===== src/pac_defines.vh =====
`ifndef PAC_DEFINES_VH
`define PAC_DEFINES_VH

// Register byte addresses
`define PAC_ADDR_CTRL 8'h00
`define PAC_ADDR_OUTSEL 8'h04
`define PAC_ADDR_CHAN_DIV_SELECT 8'h08
`define PAC_ADDR_DEN 8'h0c
`define PAC_ADDR_NUM 8'h10
`define PAC_ADDR_SEED 8'h14
`define PAC_ADDR_ORDER 8'h18
`define PAC_ADDR_STATUS 8'h1c
`define PAC_ADDR_PHASE 8'h20
`define PAC_ADDR_EXTDIV 8'h24

// Control register fields
`define PAC_CTRL_ALIGN_BIT 0
`define PAC_CTRL_DISREGARD_BIT 1
`define PAC_CTRL_FCAL_BIT 2
`define PAC_CTRL_MODRST_BIT 3
`define PAC_CTRL_RESET 4'h2

// Output select encodings
`define PAC_MUX_CHAN_DIV_SELECT 2'h0
`define PAC_MUX_VCO 2'h1
`define PAC_MUX_SYSREF 2'h2

// Channel divider
`define PAC_CHAN_DIV_SELECT_MAX 5'h11
`define PAC_CHAN_DIV_SELECT_DIV2 5'h00

`define PAC_DATA_W 32
`define PAC_ADDR_W 8

`endif


===== src/pac_top.v =====
`timescale 1ns/1ps
`include "pac_defines.vh"

module pac_top (
  // Clock and reset
  input wire CLK_SYS_I,
  input wire RESETN_I,
  // Register port
  input wire [7:0] ADDR_I,
  input wire [31:0] WDATA_I,
  input wire WR_I,
  input wire RD_I,
  output reg [31:0] RDATA_O,
  // Reference and alignment pin
  input wire REF_INPUT_I,
  input wire ALIGN_PIN_I,
  // Results
  output reg ALIGN_PULSE_O,
  output reg CAL_START_O,
  output reg MOD_RESET_O,
  output reg [31:0] PHASE_ACC_O,
  output reg [31:0] PHASE_STEP_O,
  output wire [4:0] EXTRA_DIV_O
);

  reg [3:0] ctrl_r;
  reg [1:0] out_a_select_r;
  reg [1:0] out_b_select_r;
  reg [4:0] chan_div_select_r;
  reg [31:0] frac_denominator_r;
  reg [31:0] word_a_r;
  reg [31:0] seed_r;
  reg [1:0] mod_order_r;
  reg ref_d_r;
  reg pin_d_r;
  reg sw_req_r;
  reg seed_wr_r;
  reg [31:0] seed_wdata_r;
  reg [31:0] rdata_nxt;
  reg pin_req;
  reg seed_ok;
  wire ref_rise;
  wire align_retimed;
  wire [9:0] total_div;
  wire align_mode;
  wire disregard;
  wire freq_cal_enable;

  assign align_mode = ctrl_r[`PAC_CTRL_ALIGN_BIT];
  assign disregard = ctrl_r[`PAC_CTRL_DISREGARD_BIT];
  assign freq_cal_enable = ctrl_r[`PAC_CTRL_FCAL_BIT];
  assign ref_rise = REF_INPUT_I & ~ref_d_r;

  pac_extdiv u_extdiv (
    .out_a_select_i(out_a_select_r),
    .out_b_select_i(out_b_select_r),
    .chan_div_select_i(chan_div_select_r),
    .extra_div_o(EXTRA_DIV_O),
    .total_div_o(total_div)
  );

  pac_retime u_retime (
    .clk_i(CLK_SYS_I),
    .resetn_i(RESETN_I),
    .req_i(sw_req_r | pin_req),
    .ref_rise_i(ref_rise),
    .pulse_o(align_retimed)
  );

  // Pin rising edge counts only with calibration enabled and the disregard bit clear
  always @* begin
    pin_req = ALIGN_PIN_I & ~pin_d_r;
    pin_req = pin_req & freq_cal_enable & ~disregard;
  end

  // Seed step is usable for the present modulator settings
  always @* begin
    seed_ok = 1'b1;
    if (mod_order_r == 2'h0) begin
      seed_ok = 1'b0;
    end else if (mod_order_r == 2'h1 && frac_denominator_r != 32'h0) begin
      seed_ok = ((seed_wdata_r % frac_denominator_r) == 32'h0);
    end
  end

  // Register writes
  always @(posedge CLK_SYS_I) begin
    if (!RESETN_I) begin
      ctrl_r <= `PAC_CTRL_RESET;
      out_a_select_r <= `PAC_MUX_VCO;
      out_b_select_r <= `PAC_MUX_VCO;
      chan_div_select_r <= 5'h00;
      frac_denominator_r <= 32'h1;
      word_a_r <= 32'h0;
      seed_r <= 32'h0;
      mod_order_r <= 2'h0;
      sw_req_r <= 1'b0;
      seed_wr_r <= 1'b0;
      seed_wdata_r <= 32'h0;
    end else begin
      sw_req_r <= 1'b0;
      seed_wr_r <= 1'b0;
      ctrl_r[`PAC_CTRL_MODRST_BIT] <= 1'b0;
      if (WR_I) begin
        case (ADDR_I)
          `PAC_ADDR_CTRL: begin
            ctrl_r <= WDATA_I[3:0];
            // Only a 0-to-1 change is a request
            sw_req_r <= WDATA_I[`PAC_CTRL_ALIGN_BIT] &
                        ~align_mode;
          end
          `PAC_ADDR_OUTSEL: begin
            out_a_select_r <= WDATA_I[1:0];
            out_b_select_r <= WDATA_I[5:4];
          end
          `PAC_ADDR_CHAN_DIV_SELECT: begin
            if (WDATA_I[4:0] <= `PAC_CHAN_DIV_SELECT_MAX) begin
              chan_div_select_r <= WDATA_I[4:0];
            end
          end
          `PAC_ADDR_DEN: frac_denominator_r <= WDATA_I;
          `PAC_ADDR_NUM: word_a_r <= WDATA_I;
          `PAC_ADDR_SEED: begin
            seed_r <= WDATA_I;
            seed_wr_r <= 1'b1;
            seed_wdata_r <= WDATA_I;
          end
          `PAC_ADDR_ORDER: mod_order_r <= WDATA_I[1:0];
          default: begin
          end
        endcase
      end
    end
  end

  // Edge detectors and phase accumulation
  always @(posedge CLK_SYS_I) begin
    if (!RESETN_I) begin
      ref_d_r <= 1'b0;
      pin_d_r <= 1'b0;
      ALIGN_PULSE_O <= 1'b0;
      CAL_START_O <= 1'b0;
      MOD_RESET_O <= 1'b0;
      PHASE_ACC_O <= 32'h0;
      PHASE_STEP_O <= 32'h0;
    end else begin
      ref_d_r <= REF_INPUT_I;
      pin_d_r <= ALIGN_PIN_I;
      ALIGN_PULSE_O <= align_retimed;
      CAL_START_O <= align_retimed & freq_cal_enable;
      MOD_RESET_O <= ctrl_r[`PAC_CTRL_MODRST_BIT];
      // Phase in units of 1/(denominator*channel divide) turns
      PHASE_STEP_O <= seed_wdata_r * {27'h0, EXTRA_DIV_O};
      if (align_retimed || ctrl_r[`PAC_CTRL_MODRST_BIT]) begin
        PHASE_ACC_O <= 32'h0;
      end else if (seed_wr_r && seed_ok) begin
        PHASE_ACC_O <= PHASE_ACC_O +
          seed_wdata_r * {27'h0, EXTRA_DIV_O};
      end
    end
  end

  // Register reads
  always @* begin
    rdata_nxt = 32'h0;
    case (ADDR_I)
      `PAC_ADDR_CTRL: rdata_nxt = {28'h0, ctrl_r};
      `PAC_ADDR_OUTSEL: rdata_nxt = {26'h0, out_b_select_r, 2'h0,
                                     out_a_select_r};
      `PAC_ADDR_CHAN_DIV_SELECT: rdata_nxt = {22'h0, total_div};
      `PAC_ADDR_DEN: rdata_nxt = frac_denominator_r;
      `PAC_ADDR_NUM: rdata_nxt = word_a_r;
      `PAC_ADDR_SEED: rdata_nxt = seed_r;
      `PAC_ADDR_ORDER: rdata_nxt = {30'h0, mod_order_r};
      `PAC_ADDR_STATUS: rdata_nxt = {27'h0, chan_div_select_r};
      `PAC_ADDR_PHASE: rdata_nxt = PHASE_ACC_O;
      `PAC_ADDR_EXTDIV: rdata_nxt = {27'h0, EXTRA_DIV_O};
      default: rdata_nxt = 32'h0;
    endcase
  end

  always @(posedge CLK_SYS_I) begin
    if (!RESETN_I) begin
      RDATA_O <= 32'h0;
    end else if (RD_I) begin
      RDATA_O <= rdata_nxt;
    end else begin
      RDATA_O <= 32'h0;
    end
  end

endmodule


===== src/pac_extdiv.v =====
`timescale 1ns/1ps
`include "pac_defines.vh"

module pac_extdiv (
  input wire [1:0] out_a_select_i,
  input wire [1:0] out_b_select_i,
  input wire [4:0] chan_div_select_i,
  output reg [4:0] extra_div_o,
  output reg [9:0] total_div_o
);

  reg [1:0] stage1;
  reg use_chan_div_select;

  always @* begin
    stage1 = 2'h2;
    total_div_o = 10'h002;
    case (chan_div_select_i)
      5'h00: begin stage1 = 2'h1; total_div_o = 10'h002; end
      5'h01: begin stage1 = 2'h2; total_div_o = 10'h004; end
      5'h02: begin stage1 = 2'h3; total_div_o = 10'h006; end
      5'h03: begin stage1 = 2'h2; total_div_o = 10'h008; end
      5'h04: begin stage1 = 2'h3; total_div_o = 10'h00c; end
      5'h05: begin stage1 = 2'h2; total_div_o = 10'h010; end
      5'h06: begin stage1 = 2'h2; total_div_o = 10'h018; end
      5'h07: begin stage1 = 2'h2; total_div_o = 10'h020; end
      5'h08: begin stage1 = 2'h3; total_div_o = 10'h030; end
      5'h09: begin stage1 = 2'h2; total_div_o = 10'h040; end
      5'h0a: begin stage1 = 2'h3; total_div_o = 10'h048; end
      5'h0b: begin stage1 = 2'h3; total_div_o = 10'h060; end
      5'h0c: begin stage1 = 2'h2; total_div_o = 10'h080; end
      5'h0d: begin stage1 = 2'h2; total_div_o = 10'h0c0; end
      5'h0e: begin stage1 = 2'h2; total_div_o = 10'h100; end
      5'h0f: begin stage1 = 2'h3; total_div_o = 10'h180; end
      5'h10: begin stage1 = 2'h2; total_div_o = 10'h200; end
      5'h11: begin stage1 = 2'h3; total_div_o = 10'h300; end
      default: begin stage1 = 2'h2; total_div_o = 10'h002; end
    endcase
    use_chan_div_select = (out_a_select_i == `PAC_MUX_CHAN_DIV_SELECT) ||
                (out_b_select_i == `PAC_MUX_CHAN_DIV_SELECT) ||
                (out_b_select_i == `PAC_MUX_SYSREF);
    if (!use_chan_div_select) begin
      extra_div_o = 5'h01;
    end else if (chan_div_select_i == `PAC_CHAN_DIV_SELECT_DIV2) begin
      extra_div_o = 5'h04;
    end else begin
      extra_div_o = {2'h0, stage1, 1'b0};
    end
  end

endmodule


===== src/pac_retime.v =====
`timescale 1ns/1ps

module pac_retime (
  input wire clk_i,
  input wire resetn_i,
  input wire req_i,
  input wire ref_rise_i,
  output reg pulse_o
);

  reg pend_r;

  // Hold a request until the next reference rising edge
  always @(posedge clk_i) begin
    if (!resetn_i) begin
      pend_r <= 1'b0;
      pulse_o <= 1'b0;
    end else begin
      pulse_o <= 1'b0;
      if (ref_rise_i && (pend_r || req_i)) begin
        pulse_o <= 1'b1;
        pend_r <= 1'b0;
      end else if (req_i) begin
        pend_r <= 1'b1;
      end
    end
  end

endmodule


===== config.mk =====
export PLATFORM = sky130hd
export DESIGN_NAME = pac_top
export DESIGN_NICKNAME = d
export VERILOG_FILES = /design/src/pac_top.v /design/src/pac_extdiv.v /design/src/pac_retime.v
export VERILOG_INCLUDE_DIRS = /design/src
export SDC_FILE = /design/constraint.sdc
export NUM_CORES = 2
export LEC_CHECK = 0
export BUFFER_PORTS_ARGS = -buffer_cell sky130_fd_sc_hd__buf_4
export CAP_MARGIN = 10
export CORE_MARGIN = 2
export CORE_UTILIZATION = 50
export CTS_CLUSTER_SIZE = 8
export DETAILED_ROUTE_END_ITERATION = 8
export GPL_TIMING_DRIVEN = 0
export PLACE_DENSITY = 0.79
export SETUP_SLACK_MARGIN = 0.02
export SKIP_LAST_GASP = 1
export SLEW_MARGIN = 5
export SYNTH_ARGS = -nofsm -noshare
export SYNTH_HDL_FRONTEND = slang
export SYNTH_SLANG_ARGS = --single-unit

===== constraint.sdc =====
create_clock -name CLK_SYS_I -period 73.7 [get_ports CLK_SYS_I]
set_input_delay 11.055 -clock CLK_SYS_I [delete_from_list [all_inputs] [get_ports CLK_SYS_I]]
set_output_delay 11.055 -clock CLK_SYS_I [all_outputs]
set_load 0.02 [all_outputs]

==> metrics <==
DPL Wire Length=144 mm; Seq/Total Area, Yosys=0.106; fin nets=7265; Final Cycle Share=0.985; design area=51600 um2; core area=approximately 85000 um2; number of H-tree levels=2; Routed WL per cell=24.1 um; Final Setup Violations=0; final hold slack=0.437 ns; worst skew pair latency=between 0.5 and 0.6 ns; slowest cell on the critical path=o31ai_1; crit path launch=frac_denominator_r[31]; pin count of the biggest net entering global routing=32; Cells after Synth=~6200; Critical Path RT=between 70 and 80 ns; CP arrival=72.96 ns; critical path class=flop to flop; drt first pass iters=9; row count=107; DRC violations left=0; global-route wire length before repair=277 mm; register area=roughly 4500 um2; Yosys cell types=103; worst hold-check path type=flop to flop; violated checks=capacitance limit, slew limit; Filler cells=7682; Avg Cell Area, Syn=6.92 um2; share of layout cells above drive strength 1=0.162; EDFF count, synth=0; gr ovfl total=0; CTS tree=built; startpoint types=flop; Final Hold Fails=0; Crit path largest cell delay=approximately 0.69 ns; placer congestion estimate=1.07; r2r startpoint=frac_denominator_r[31]; Slew headroom=-0.0125; Post-synth ARST share=0; hold path startpoint=ref_d_r; Top cell by count, worst path=ha_1; Synth Flop Type=dfxtp_1; gr usage total=0.392; clock slew at reported path FFs=0.05 ns; fmax=about 0.014 GHz; CTS Buf Count=34; max-cap viol count=1; synthesized area=43000 um2; Worst-Margin Slew=1.48 ns; 1st-iter DRT viols=6761; post-route ant nets=0; Yosys warning count=0; total number of vias=52105; flip-flop and latch count after synthesis=227; number of global-route vias before repair=roughly 48000; Root Driver=clkbuf_16; vias per cell=6.73; Crit Path Max Fanout=10; chip width=297 um; initial core utilization=0.505; Area Growth Syn to Fin=19.9%; Vert. Die Dim=297 um; status=finished, violations left; antenna violations before repair=9; Clock Sinks=between 200 and 250; Clock Path Buffers=3; fin. max-slew vios=1; Ports=150; Routed WL=187 mm; Worst Skew=roughly 0.023 ns; number of port buffers=around 140; Crit. End Element=flop; shortest period the worst path allows=72.57 ns; DIE AREA=a little under 90000 um2; Placement Cell Area=45900 um2; multi-input logic area=39400 um2
-- stage by stage --
| step | worst slack [ns] | TNS [ns] | utilization | cells |
|---|---|---|---|---|
| CTS | 0.0247 | 0 | 0.580 | 7647 |
| floorplan | 1.19 | 0 | - | 6218 |
| detailed placement | -25.93 | -828.09 | 0.538 | 7520 |
| finish | 1.13 | 0 | 0.605 | 7743 |
| global route | -0.675 | -20.24 | 0.605 | 7740 |
| global placement | -26.61 | -850.36 | 0.534 | 7506 |
-- logic make-up after synthesis --
logic type                 count (synthesis)  share of synthesized area
adders and majority gates                627                      0.188
and+or+nand+nor                         2428                      0.264
xor gates and xnor gates                 388                     0.0789
buffers and inverters                    498                     0.0448
DFF                                      227                      0.106
other                                      1                  0.0000871
muxes                                     95                     0.0230
AOI/OAI and AO/OA                       1953                      0.296
-- cells in the final DEF, fill, tap and decap left out, types with 41 or more instances in the layout --
cell type,count
or3_1,85
a22oi_1,66
mux2i_1,60
o21bai_1,50
nand2_1,874
buf_4,350
nand2b_1,50
ha_1,562
and2_1,93
nor2_1,541
nand3_1,167
a31oi_1,72
nor3_1,151
xnor2_1,239
xor2_1,149
o21ai_0,250
and3_1,58
clkbuf_1,123
a21oi_2,47
a21oi_1,539
o21a_1,108
o31ai_1,41
a211oi_1,47
nor2b_1,49
dfxtp_1,224
inv_1,245
o211ai_1,59
or2_2,56
a21o_1,169
nand4_1,53
-- worst max-delay path, delay by kind of cell (launching register included) --
kind / cells / cell delay [ns]
flops: 1 / 0.29
mux: 6 / 1.78
buf+inv: 52 / 8.55
compound gates: 156 / 34.64
fa+ha+maj: 31 / 9.73
simple gates: 81 / 17.16
-- synth_stat cells (18+ instances only) --
master	instances	area share
or3_1	91	0.013
o211ai_1	59	0.010
ha_1	595	0.17
a21o_1	171	0.030
a211o_1	23	0.0047
nor2_1	570	0.050
a211oi_1	71	0.012
nand4_1	53	0.0077
nand3_1	175	0.020
o31ai_1	67	0.012
nand2b_1	52	0.0076
mux2i_1	65	0.015
o21ai_0	304	0.035
buf_1	22	0.0019
a21oi_1	598	0.070
and2_1	95	0.014
o221ai_1	18	0.0037
nand2_1	896	0.078
o22ai_1	25	0.0036
fa_1	32	0.015
nor4_1	33	0.0048
mux2_2	30	0.0078
a22oi_1	69	0.012
clkbuf_1	200	0.017
xnor2_1	239	0.049
and3_1	59	0.0086
dfxtp_1	227	0.11
inv_1	258	0.022
o21bai_1	53	0.0092
or2_2	59	0.0086
a31o_2	22	0.0045
a31oi_1	93	0.014
a21boi_0	26	0.0045
or4_1	19	0.0033
nor3_1	176	0.020
nor2b_1	55	0.0080
o21a_1	114	0.020
xor2_1	149	0.030
-- final cells by class --
cell class | instances | share of cell area
well taps | 1144 | 0.0277
inverters | 260 | 0.0189
clock buffers | 37 | 0.0171
repair buffers | 353 | 0.0567
plain buffers | 222 | 0.0270
diodes | 3 | 0.000145
flip-flops and latches | 227 | 0.0881
multi-input cells | 5494 | 0.764
clock inverters | 3 | 0.000655
-- metal layers --
| layer | GRT usage | vias up | part of all wire |
|---|---|---|---|
| met5 | 0 | - | 0.00068 |
| met4 | 0.227 | 16 | 0.072 |
| met3 | 0.0979 | 820 | 0.14 |
| met2 | 0.597 | 3622 | 0.41 |
| met1 | 0.502 | 24111 | 0.38 |
| li1 | - | 23536 | - |
-- final timing paths --
kind / to / slack (ns) / cells after the start
worst min register to register: u_retime.pulse_o / 0.44 / 1
worst max register to register: PHASE_ACC_O[0] / 1.13 / 326
worst min-delay path: u_retime.pulse_o / 0.44 / 1
worst max-delay path: PHASE_ACC_O[0] / 1.13 / 326
-- what timing repair did --
action / CTS / global route
cloned: 0 / 1
hold buffers: 0 / 0
resized for setup: 487 / 363
pin swaps: 77 / 132
setup buffers: 95 / 98
setup endpoints to repair: 32 / 32
-- registers in the layout (all words and copies together), names as in the netlist, 4 cells and up --
signal	cells
RDATA_O	32
seed_wdata_r	32
frac_denominator_r	32
u_extdiv.total_div_o	9
ctrl_r	4
chan_div_select_r	5
word_a_r	32
PHASE_STEP_O	32
PHASE_ACC_O	32
Power is left out: the tool's default activity adds up to more than one toggle a clock period on the data nets, which glitch-free logic cannot reach.
